<file path="config.mk">
export PLATFORM = sky130hd
export DESIGN_NAME = mcr_top
export DESIGN_NICKNAME = d
export VERILOG_FILES = /design/src/pkg/mcr_pkg.sv /design/src/logic/mcr_top.sv
export VERILOG_INCLUDE_DIRS = /design/src /design/src/pkg
export SDC_FILE = /design/constraint.sdc
export NUM_CORES = 2
export LEC_CHECK = 0
export BUFFER_PORTS_ARGS = -buffer_cell sky130_fd_sc_hd__buf_4
export CORE_AREA = 2 2 314 316
export DETAILED_ROUTE_END_ITERATION = 8
export DIE_AREA = 0 0 316 318
export SYNTH_ARGS = -nofsm -noshare
export SYNTH_HDL_FRONTEND = slang
export SYNTH_SLANG_ARGS = --single-unit
</file>
<file path="constraint.sdc">
create_clock -name clock_in -period 4.5 [get_ports clock_in]
set_input_delay 0.225 -clock clock_in [delete_from_list [all_inputs] [get_ports clock_in]]
set_output_delay 0.225 -clock clock_in [all_outputs]
set_load 0.05 [all_outputs]
</file>
<file path="src/pkg/mcr_regs.svh">
// Register indices, field positions, reset values and bus constants of the meter control block
`ifndef MCR_REGS_SVH
`define MCR_REGS_SVH

`define MCR_ADDR_W 12
`define MCR_IDX_DEADBAND 8'hE5
`define MCR_IDX_TIMEBASE 8'hE9
`define MCR_IDX_MUX_POS 8'hF0
`define MCR_IDX_MUX_NEG 8'hF1
`define MCR_IDX_STATUS 8'hF2
`define MCR_ADDR_OF(idx) {2'h0, idx, 2'h0}

`define MCR_RST_DEADBAND 8'h00
`define MCR_RST_TIMEBASE 8'h07
`define MCR_RST_MUX 5'h00

`define MCR_PRE_LSB 0
`define MCR_PRE_MSB 2
`define MCR_DIV_LSB 3
`define MCR_DIV_MSB 7
`define MCR_PRE_INTERNAL 3'h7

`define MCR_RESP_OKAY 2'h0
`define MCR_RESP_SLVERR 2'h2

`endif

</file>
<file path="src/pkg/mcr_pkg.sv">
// Types shared by the meter control block
package mcr_pkg;

   typedef struct packed {
      logic signed [47:0] charge2;
      logic signed [47:0] energy2;
      logic signed [47:0] charge3;
      logic signed [47:0] energy4;
   } mcr_accum_t;

   typedef struct packed {
      mcr_accum_t high;
      mcr_accum_t low;
   } mcr_thresh_t;

   typedef struct packed {
      logic signed [19:0] current;
      logic signed [31:0] power;
   } mcr_sample_t;

   typedef enum logic [4:0] {
      MCR_SRC_NONE = 5'b00000,
      MCR_SRC_GEN_FIRST = 5'b00001,
      MCR_SRC_GEN_LAST = 5'b01100,
      MCR_SRC_NEG_TEST = 5'b01101,
      MCR_SRC_POS_TEST = 5'b01110,
      MCR_SRC_BAT_NEG = 5'b01111,
      MCR_SRC_BAT_POS = 5'b10000,
      MCR_SRC_CF2_NEG = 5'b10001,
      MCR_SRC_CF2_POS = 5'b10010,
      MCR_SRC_CF1_NEG = 5'b10011,
      MCR_SRC_CF1_POS = 5'b10100,
      MCR_SRC_RSVD_21 = 5'b10101,
      MCR_SRC_SECOND_REFERENCE_VOLTAGE = 5'b10110,
      MCR_SRC_SECOND_REFERENCE_VOLTAGE_250K = 5'b10111
   } mcr_mux_code_t;

   typedef struct packed {
      logic [11:0] general;
      logic neg_test_node;
      logic pos_test_node;
      logic battery_negative;
      logic battery_positive;
      logic cap_two_negative;
      logic cap_two_positive;
      logic cap_one_negative;
      logic cap_one_positive;
      logic second_reference_voltage_direct;
      logic second_reference_voltage_250k;
   } mcr_mux_conn_t;

endpackage

</file>
<file path="src/logic/mcr_top.sv">
// Meter control registers: dead band gated accumulation, timebase control, mux select decode
//
// Behaviour
// - Magnitude at dead band or above accumulates samples
// - Compare updated accumulators with thresholds right after
// - Below dead band, second accumulators stay unchanged
// - Dead band compared in current sample units
// - Prescaler all ones selects internal clock, reset 0x07
// - Prescaler bits 2:0, divider 7:3, divider resets zero
// - Independent five-bit select for each mux output
// - Codes 10111/10110 select second reference paths
// - Code 01110 selects positive current test node
// - Code 01101 selects negative current test node
`timescale 1ns/1ps
`include "mcr_regs.svh"

module mcr_top (
   // Clock and reset
   input wire logic clock_in,
   input wire logic reset_n_in,
   // AXI4-Lite write address
   input wire logic s_axi_awvalid_in,
   output logic s_axi_awready_out,
   input wire logic [`MCR_ADDR_W-1:0] s_axi_awaddr_in,
   // AXI4-Lite write data
   input wire logic s_axi_wvalid_in,
   output logic s_axi_wready_out,
   input wire logic [31:0] s_axi_wdata_in,
   input wire logic [3:0] s_axi_wstrb_in,
   // AXI4-Lite write response
   output logic s_axi_bvalid_out,
   input wire logic s_axi_bready_in,
   output logic [1:0] s_axi_bresp_out,
   // AXI4-Lite read address
   input wire logic s_axi_arvalid_in,
   output logic s_axi_arready_out,
   input wire logic [`MCR_ADDR_W-1:0] s_axi_araddr_in,
   // AXI4-Lite read data
   output logic s_axi_rvalid_out,
   input wire logic s_axi_rready_in,
   output logic [31:0] s_axi_rdata_out,
   output logic [1:0] s_axi_rresp_out,
   // Second channel samples
   input wire logic sample_valid_in,
   input wire mcr_pkg::mcr_sample_t second_sample_in,
   // Threshold settings
   input wire mcr_pkg::mcr_thresh_t thresholds_in,
   // Accumulators and threshold results
   output mcr_pkg::mcr_accum_t accumulators_out,
   output logic compare_done_out,
   output logic [3:0] above_high_out,
   output logic [3:0] below_low_out,
   // Timebase
   output logic internal_clock_select_out,
   output logic [2:0] prescaler_out,
   output logic [4:0] divider_out,
   // Multiplexer
   output logic [4:0] positive_mux_select_out,
   output logic [4:0] negative_mux_select_out,
   output mcr_pkg::mcr_mux_conn_t positive_mux_output_out,
   output mcr_pkg::mcr_mux_conn_t negative_mux_output_out
);

   ////////////////////////////////////////////////////////////////////////////////////////////
   // Select decode, one connection at most per code

   function automatic mcr_pkg::mcr_mux_conn_t mcr_decode(input logic [4:0] code);
      mcr_pkg::mcr_mux_conn_t conn;
      conn = '0;
      case (code)
         mcr_pkg::MCR_SRC_SECOND_REFERENCE_VOLTAGE_250K: conn.second_reference_voltage_250k = 1'b1;
         mcr_pkg::MCR_SRC_SECOND_REFERENCE_VOLTAGE: conn.second_reference_voltage_direct = 1'b1;
         mcr_pkg::MCR_SRC_CF1_POS: conn.cap_one_positive = 1'b1;
         mcr_pkg::MCR_SRC_CF1_NEG: conn.cap_one_negative = 1'b1;
         mcr_pkg::MCR_SRC_CF2_POS: conn.cap_two_positive = 1'b1;
         mcr_pkg::MCR_SRC_CF2_NEG: conn.cap_two_negative = 1'b1;
         mcr_pkg::MCR_SRC_BAT_POS: conn.battery_positive = 1'b1;
         mcr_pkg::MCR_SRC_BAT_NEG: conn.battery_negative = 1'b1;
         mcr_pkg::MCR_SRC_POS_TEST: conn.pos_test_node = 1'b1;
         mcr_pkg::MCR_SRC_NEG_TEST: conn.neg_test_node = 1'b1;
         default: begin
            // Codes 1..12 are general inputs; reserved and zero connect nothing
            if (code >= mcr_pkg::MCR_SRC_GEN_FIRST && code <= mcr_pkg::MCR_SRC_GEN_LAST) begin
               conn.general[code[3:0] - 4'h1] = 1'b1;
            end
         end
      endcase
      return conn;
   endfunction

   ////////////////////////////////////////////////////////////////////////////////////////////
   // Register state

   logic [7:0] dead_band_q;
   logic [7:0] timebase_q;
   logic [4:0] mux_pos_q;
   logic [4:0] mux_neg_q;

   ////////////////////////////////////////////////////////////////////////////////////////////
   // AXI4-Lite write path: address and data held until both are present

   logic aw_held_q;
   logic w_held_q;
   logic [`MCR_ADDR_W-1:0] aw_addr_q;
   logic [31:0] w_data_q;
   logic [3:0] w_strb_q;
   logic bvalid_q;
   logic [1:0] bresp_q;

   wire aw_take = s_axi_awvalid_in && s_axi_awready_out;
   wire w_take = s_axi_wvalid_in && s_axi_wready_out;
   wire wr_fire = aw_held_q && w_held_q && !bvalid_q;
   wire hit_wr_db = aw_addr_q == `MCR_ADDR_OF(`MCR_IDX_DEADBAND);
   wire hit_wr_tb = aw_addr_q == `MCR_ADDR_OF(`MCR_IDX_TIMEBASE);
   wire hit_wr_mp = aw_addr_q == `MCR_ADDR_OF(`MCR_IDX_MUX_POS);
   wire hit_wr_mn = aw_addr_q == `MCR_ADDR_OF(`MCR_IDX_MUX_NEG);
   wire hit_wr_st = aw_addr_q == `MCR_ADDR_OF(`MCR_IDX_STATUS);
   wire wr_mapped = hit_wr_db || hit_wr_tb || hit_wr_mp || hit_wr_mn || hit_wr_st;
   wire wr_lane0 = wr_fire && w_strb_q[0];

   assign s_axi_awready_out = !aw_held_q;
   assign s_axi_wready_out = !w_held_q;
   assign s_axi_bvalid_out = bvalid_q;
   assign s_axi_bresp_out = bresp_q;

   always_ff @(posedge clock_in or negedge reset_n_in) begin
      if (!reset_n_in) begin
         aw_held_q <= 1'b0;
         w_held_q <= 1'b0;
         aw_addr_q <= '0;
         w_data_q <= 32'h0000_0000;
         w_strb_q <= 4'h0;
      end else begin
         if (aw_take) begin
            aw_held_q <= 1'b1;
            aw_addr_q <= s_axi_awaddr_in;
         end else if (wr_fire) begin
            aw_held_q <= 1'b0;
         end
         if (w_take) begin
            w_held_q <= 1'b1;
            w_data_q <= s_axi_wdata_in;
            w_strb_q <= s_axi_wstrb_in;
         end else if (wr_fire) begin
            w_held_q <= 1'b0;
         end
      end
   end

   always_ff @(posedge clock_in or negedge reset_n_in) begin
      if (!reset_n_in) begin
         bvalid_q <= 1'b0;
         bresp_q <= `MCR_RESP_OKAY;
      end else if (wr_fire) begin
         // A pending response holds off the next write until bready is seen
         bvalid_q <= 1'b1;
         bresp_q <= wr_mapped ? `MCR_RESP_OKAY : `MCR_RESP_SLVERR;
      end else if (s_axi_bready_in) begin
         bvalid_q <= 1'b0;
      end
   end

   // Only byte lane 0 carries register bits; the upper lanes are ignored
   always_ff @(posedge clock_in or negedge reset_n_in) begin
      if (!reset_n_in) begin
         dead_band_q <= `MCR_RST_DEADBAND;
         timebase_q <= `MCR_RST_TIMEBASE;
         mux_pos_q <= `MCR_RST_MUX;
         mux_neg_q <= `MCR_RST_MUX;
      end else if (wr_lane0) begin
         if (hit_wr_db) dead_band_q <= w_data_q[7:0];
         if (hit_wr_tb) timebase_q <= w_data_q[7:0];
         if (hit_wr_mp) mux_pos_q <= w_data_q[4:0];
         if (hit_wr_mn) mux_neg_q <= w_data_q[4:0];
      end
   end

   ////////////////////////////////////////////////////////////////////////////////////////////
   // Dead band gated accumulation

   mcr_pkg::mcr_accum_t acc_q;
   logic compare_pending_q;
   logic compare_done_q;
   logic [3:0] above_q;
   logic [3:0] below_q;

   wire [19:0] cur_mag = second_sample_in.current[19] ?
      20'(-second_sample_in.current) : 20'(second_sample_in.current);
   // Most negative sample wraps to itself; read unsigned it is still the full magnitude
   wire pass_band = cur_mag >= {12'h000, dead_band_q};
   wire do_accum = sample_valid_in && pass_band;
   // Combined totals see this channel only; the first channel lies outside the block
   wire signed [47:0] cur_ext = 48'(second_sample_in.current);
   wire signed [47:0] pwr_ext = 48'(second_sample_in.power);

   always_ff @(posedge clock_in or negedge reset_n_in) begin
      if (!reset_n_in) begin
         acc_q <= '0;
         compare_pending_q <= 1'b0;
      end else begin
         compare_pending_q <= do_accum;
         if (do_accum) begin
            acc_q.charge2 <= acc_q.charge2 + cur_ext;
            acc_q.energy2 <= acc_q.energy2 + pwr_ext;
            acc_q.charge3 <= acc_q.charge3 + cur_ext;
            acc_q.energy4 <= acc_q.energy4 + pwr_ext;
         end
      end
   end

   ////////////////////////////////////////////////////////////////////////////////////////////
   // Threshold comparison on the freshly updated values

   // Strict compares: a value equal to its limit raises neither flag
   wire [3:0] above_now = {
      acc_q.energy4 > thresholds_in.high.energy4,
      acc_q.charge3 > thresholds_in.high.charge3,
      acc_q.energy2 > thresholds_in.high.energy2,
      acc_q.charge2 > thresholds_in.high.charge2};
   wire [3:0] below_now = {
      acc_q.energy4 < thresholds_in.low.energy4,
      acc_q.charge3 < thresholds_in.low.charge3,
      acc_q.energy2 < thresholds_in.low.energy2,
      acc_q.charge2 < thresholds_in.low.charge2};

   // Results hold until the next update so skipped samples do not disturb them
   always_ff @(posedge clock_in or negedge reset_n_in) begin
      if (!reset_n_in) begin
         compare_done_q <= 1'b0;
         above_q <= 4'h0;
         below_q <= 4'h0;
      end else begin
         compare_done_q <= compare_pending_q;
         if (compare_pending_q) begin
            above_q <= above_now;
            below_q <= below_now;
         end
      end
   end

   assign accumulators_out = acc_q;
   assign compare_done_out = compare_done_q;
   assign above_high_out = above_q;
   assign below_low_out = below_q;

   ////////////////////////////////////////////////////////////////////////////////////////////
   // Timebase and multiplexer outputs

   wire [2:0] pre_field = timebase_q[`MCR_PRE_MSB:`MCR_PRE_LSB];
   assign prescaler_out = pre_field;
   assign divider_out = timebase_q[`MCR_DIV_MSB:`MCR_DIV_LSB];
   assign internal_clock_select_out = pre_field == `MCR_PRE_INTERNAL;

   // Decode is combinational so a select change reaches the switches in the same cycle
   assign positive_mux_select_out = mux_pos_q;
   assign negative_mux_select_out = mux_neg_q;
   assign positive_mux_output_out = mcr_decode(mux_pos_q);
   assign negative_mux_output_out = mcr_decode(mux_neg_q);

   ////////////////////////////////////////////////////////////////////////////////////////////
   // AXI4-Lite read path

   logic rvalid_q;
   logic [31:0] rdata_q;
   logic [1:0] rresp_q;

   // Read data is captured at the address edge, so rdata stands until rready
   wire ar_take = s_axi_arvalid_in && s_axi_arready_out;
   wire hit_rd_db = s_axi_araddr_in == `MCR_ADDR_OF(`MCR_IDX_DEADBAND);
   wire hit_rd_tb = s_axi_araddr_in == `MCR_ADDR_OF(`MCR_IDX_TIMEBASE);
   wire hit_rd_mp = s_axi_araddr_in == `MCR_ADDR_OF(`MCR_IDX_MUX_POS);
   wire hit_rd_mn = s_axi_araddr_in == `MCR_ADDR_OF(`MCR_IDX_MUX_NEG);
   wire hit_rd_st = s_axi_araddr_in == `MCR_ADDR_OF(`MCR_IDX_STATUS);
   wire rd_mapped = hit_rd_db || hit_rd_tb || hit_rd_mp || hit_rd_mn || hit_rd_st;
   wire [31:0] status_word = {23'h000000, internal_clock_select_out, below_q, above_q};
   wire [31:0] rd_mux =
      hit_rd_db ? {24'h000000, dead_band_q} :
      hit_rd_tb ? {24'h000000, timebase_q} :
      hit_rd_mp ? {27'h0000000, mux_pos_q} :
      hit_rd_mn ? {27'h0000000, mux_neg_q} :
      hit_rd_st ? status_word : 32'h0000_0000;

   assign s_axi_arready_out = !rvalid_q;
   assign s_axi_rvalid_out = rvalid_q;
   assign s_axi_rdata_out = rdata_q;
   assign s_axi_rresp_out = rresp_q;

   always_ff @(posedge clock_in or negedge reset_n_in) begin
      if (!reset_n_in) begin
         rvalid_q <= 1'b0;
         rdata_q <= 32'h0000_0000;
         rresp_q <= `MCR_RESP_OKAY;
      end else if (ar_take) begin
         rvalid_q <= 1'b1;
         rdata_q <= rd_mux;
         rresp_q <= rd_mapped ? `MCR_RESP_OKAY : `MCR_RESP_SLVERR;
      end else if (s_axi_rready_in) begin
         rvalid_q <= 1'b0;
      end
   end

endmodule

</file>
==> impl_metrics.env <==
export IMPL_synth_area_mux_share=0.0210
export IMPL_syn_inst=3789
export IMPL_synth_cell_types=76
export IMPL_cp_start_kind="flip-flop"
export IMPL_cp_startpoint="accumulators_out[106]$_DFFE_PN0P_"
export IMPL_drive_gt1_frac=0.213
export IMPL_peakVddDrop_uv=535
export IMPL_p_leak_nw=21.3
export IMPL_hold_viol_final=0
export IMPL_r2r_cells=12
export IMPL_cts_resized=0
export IMPL_dp_worst_setup_slack_ps=165
export IMPL_setup_violations=0
export IMPL_cellPowerDensity_mw_per_mm2=691
export IMPL_route_detailed_drc=0
export IMPL_synth_async_reset_ratio=1.00
export IMPL_clkLatencyLatePin_ps=550
export IMPL_drt_pass1_iter_count=8
export IMPL_tns_ps=0
export IMPL_io_buffers=756
export IMPL_cts_root_buffer="clkbuf_16"
export IMPL_cp_endpoint="accumulators_out[143]$_DFFE_PN0P_"
export IMPL_reg2reg_slack_ps=470
export IMPL_grt_setup_unrepaired="no"
export IMPL_grt_max_degree=106
export IMPL_numCtsBuffers=39
export IMPL_multi_input_area_mm2=0.0217
export IMPL_htree_levels=2
export IMPL_ctsHoldBuffers=28
export IMPL_layout_worst_path_cycle_share=0.897
export IMPL_max_slew_margin=0.309
export IMPL_grt_pass1_vias=29300
export IMPL_synth_fa_ha_area_frac=0.239
export IMPL_synth_most_common_cell="ha_1"
export IMPL_core_mm2=0.0974
export IMPL_holdPathStages=3
export IMPL_via_count=30300
export IMPL_path_clk_slew_ps=60
export IMPL_synthFlopType="dfrtp_1"
export IMPL_yosys_top_cells_area="ha_1 (24%), dfrtp_1 (21%), a21o_1 (6.8%), o21ai_0 (5.7%), inv_1 (5.7%)"
export IMPL_drt_initial_drc_count=1612
export IMPL_syn_area_mm2=0.0305
export IMPL_drv_cap=0
export IMPL_dieArea_mm2=0.100
export IMPL_synth_top_cells_by_count="ha_1 (577), inv_1 (460), o21ai_0 (347)"
export IMPL_r2r_end="accumulators_out[143]$_DFFE_PN0P_"
export IMPL_via_per_inst=5.13
export IMPL_post_cts_buffers=0
export IMPL_worst_pin_slew_ps=1030
export IMPL_synth_top_family_by_area="adder cells"
export IMPL_finalWeightedCongestion=0.942
export IMPL_area_growth_pct=29.8
export IMPL_cp_required_ps=4910
export IMPL_critPathCaptureType="flip-flop"
export IMPL_syn_area_per_cell_um2=8.06
export IMPL_die_width_um=316
export IMPL_min_path_type="in -> reg"
export IMPL_postRouteAntennaNets=0
export IMPL_yosys_area_top_type="ha_1"
export IMPL_dieHeight_um=318
export IMPL_fp_row_count=115
export IMPL_synth_edf_count=0
export IMPL_cts_buffer_depth=3
export IMPL_synth_compound_area_frac=0.237
export IMPL_criticalPathCategory="reg -> reg"
export IMPL_yosys_area_share_simple=0.158
export IMPL_grt_pass1_wl_mm=174
export IMPL_yosysSeqAreaShare=0.217
export IMPL_cp_arrival_ps=4440
export IMPL_cts_tree="done"
export IMPL_grt_overflow_total=0
export IMPL_worstPathMaxFanout=7
export IMPL_finalClockSkew_ps=24.4
export IMPL_initial_utilization=0.313
export IMPL_fin_crit_ps=4030
export IMPL_status="complete, no violations"
export IMPL_yosys_register_bits=264
export IMPL_pin_count=809
export IMPL_routedWlPerCell_um=19.4
export IMPL_cts_num_sinks=264
export IMPL_fill_cells=9917
export IMPL_yosysWarnings=0
export IMPL_antenna_found_initial=10
export IMPL_max_freq_mhz=248
export IMPL_synth_top_area_frac=0.237
export IMPL_dp_hpwl_mm=95.7
export IMPL_routed_wl_mm=115
export IMPL_synthXorXnorAreaFrac=0.0511
export IMPL_worst_slack_ps=465
export IMPL_ff_latch_area_mm2=0.00661
export IMPL_grtUsageTotal=0.221
export IMPL_slew_violations=0
export IMPL_fin_nets=5682
export IMPL_worst_r2r_startpoint="accumulators_out[106]$_DFFE_PN0P_"
[layout make-up]
class | instances | share of cell area
antenna | 2 | 0.000126
clock buffer | 57 | 0.0286
clock inverter | 11 | 0.00366
inverter | 461 | 0.0437
multi-input combinational | 2963 | 0.547
sequential | 264 | 0.167
tap | 1287 | 0.0407
timing repair buffer | 868 | 0.169
[cells by family after synthesis]
logic type / after synthesis
AO/OA/AOI/OAI: 1152
AND/OR/NAND/NOR: 969
buffers and inverters: 586
adder cells (fa/ha/maj): 581
flip-flops: 264
XOR/XNOR: 178
multiplexers: 58
other: 1
[state kept, by name, summed over array words and instances, names as in the netlist, 5 cells and up]
name / count
dead_band_q: 8
accumulators_out: 192
s_axi_rdata_out: 9
w_data_q: 8
negative_mux_select_out: 5
positive_mux_select_out: 5
timebase_q: 8
aw_addr_q: 12
[placed cells by master, fill, tap and decap left out, types with 20 or more instances in the layout]
master,synthesis,routed
dfrtp_1,261,260
buf_4,26,831
ha_1,577,577
o211ai_1,22,22
xor2_1,86,86
dlygate4sd3_1,0,28
inv_1,460,460
nand2b_1,64,64
clkbuf_16,0,39
nor2b_1,59,59
a21o_1,278,278
xnor2_1,92,92
or3_1,20,20
nor3_1,52,52
conb_1,1,25
nor2_1,172,172
mux2_2,49,49
a211oi_1,44,44
nand2_1,318,318
nand3_1,49,49
nand4_1,123,123
a21oi_1,268,268
o21ai_0,347,347
[power by group]
part | leakage [nW] | switching, mW | internal (mW)
sequential | 3.23 | 1.80 | 3.41
clock | 0.620 | 1.21 | 1.91
combinational | 17.4 | 11.5 | 7.54
[critical path, cell delays in order, from the launching register on]
cell and delay, ps:
dfrtp_1 450, ha_1 450, nand4_1 200, o21a_1 290, nor3_1 320, a21oi_1 110, buf_4 170, o21ai_1 410
a31oi_1 160, o41ai_1 720, nor4_1 130, a2111oi_2 320, o2111ai_1 160
[how the worst min path moves through the flow]
stage	slack (ps)	to	from
4_1_cts	30	s_axi_rresp_out[1]$_DFFE_PN0P_	s_axi_araddr_in[2]
2_1_floorplan	-70	above_high_out[0]$_DFFE_PN0P_	reset_n_in
5_1_grt	70	accumulators_out[48]$_DFFE_PN0P_	second_sample_in[32]
6_report	80	s_axi_rresp_out[1]$_DFFE_PN0P_	s_axi_araddr_in[2]
3_3_place_gp	290	accumulators_out[72]$_DFFE_PN0P_	reset_n_in
3_5_place_dp	290	accumulators_out[72]$_DFFE_PN0P_	reset_n_in
[through the flow]
stage	utilization	total power [mW]	hold slack, ps	cell area [um^2]	std cells
floorplan	-	17.9	-70.6	30600	3813
global placement	0.391	24.0	286	38000	5815
detailed placement	0.391	24.2	286	38000	5815
CTS	0.407	27.5	34.4	39600	5911
global route	0.407	29.7	74.9	39600	5911
finish	0.407	27.4	78.6	39600	5913
[routing by layer]
metal  global-route usage  vias to the layer above  routed length, um
li1                     -                    15200                  -
met1                0.276                    14200              49400
met2                0.384                      769              55000
met3               0.0401                      161               6590
met4               0.0645                       14               3610
met5                    0                        -                 85
(Power assumes the default switching activity.)
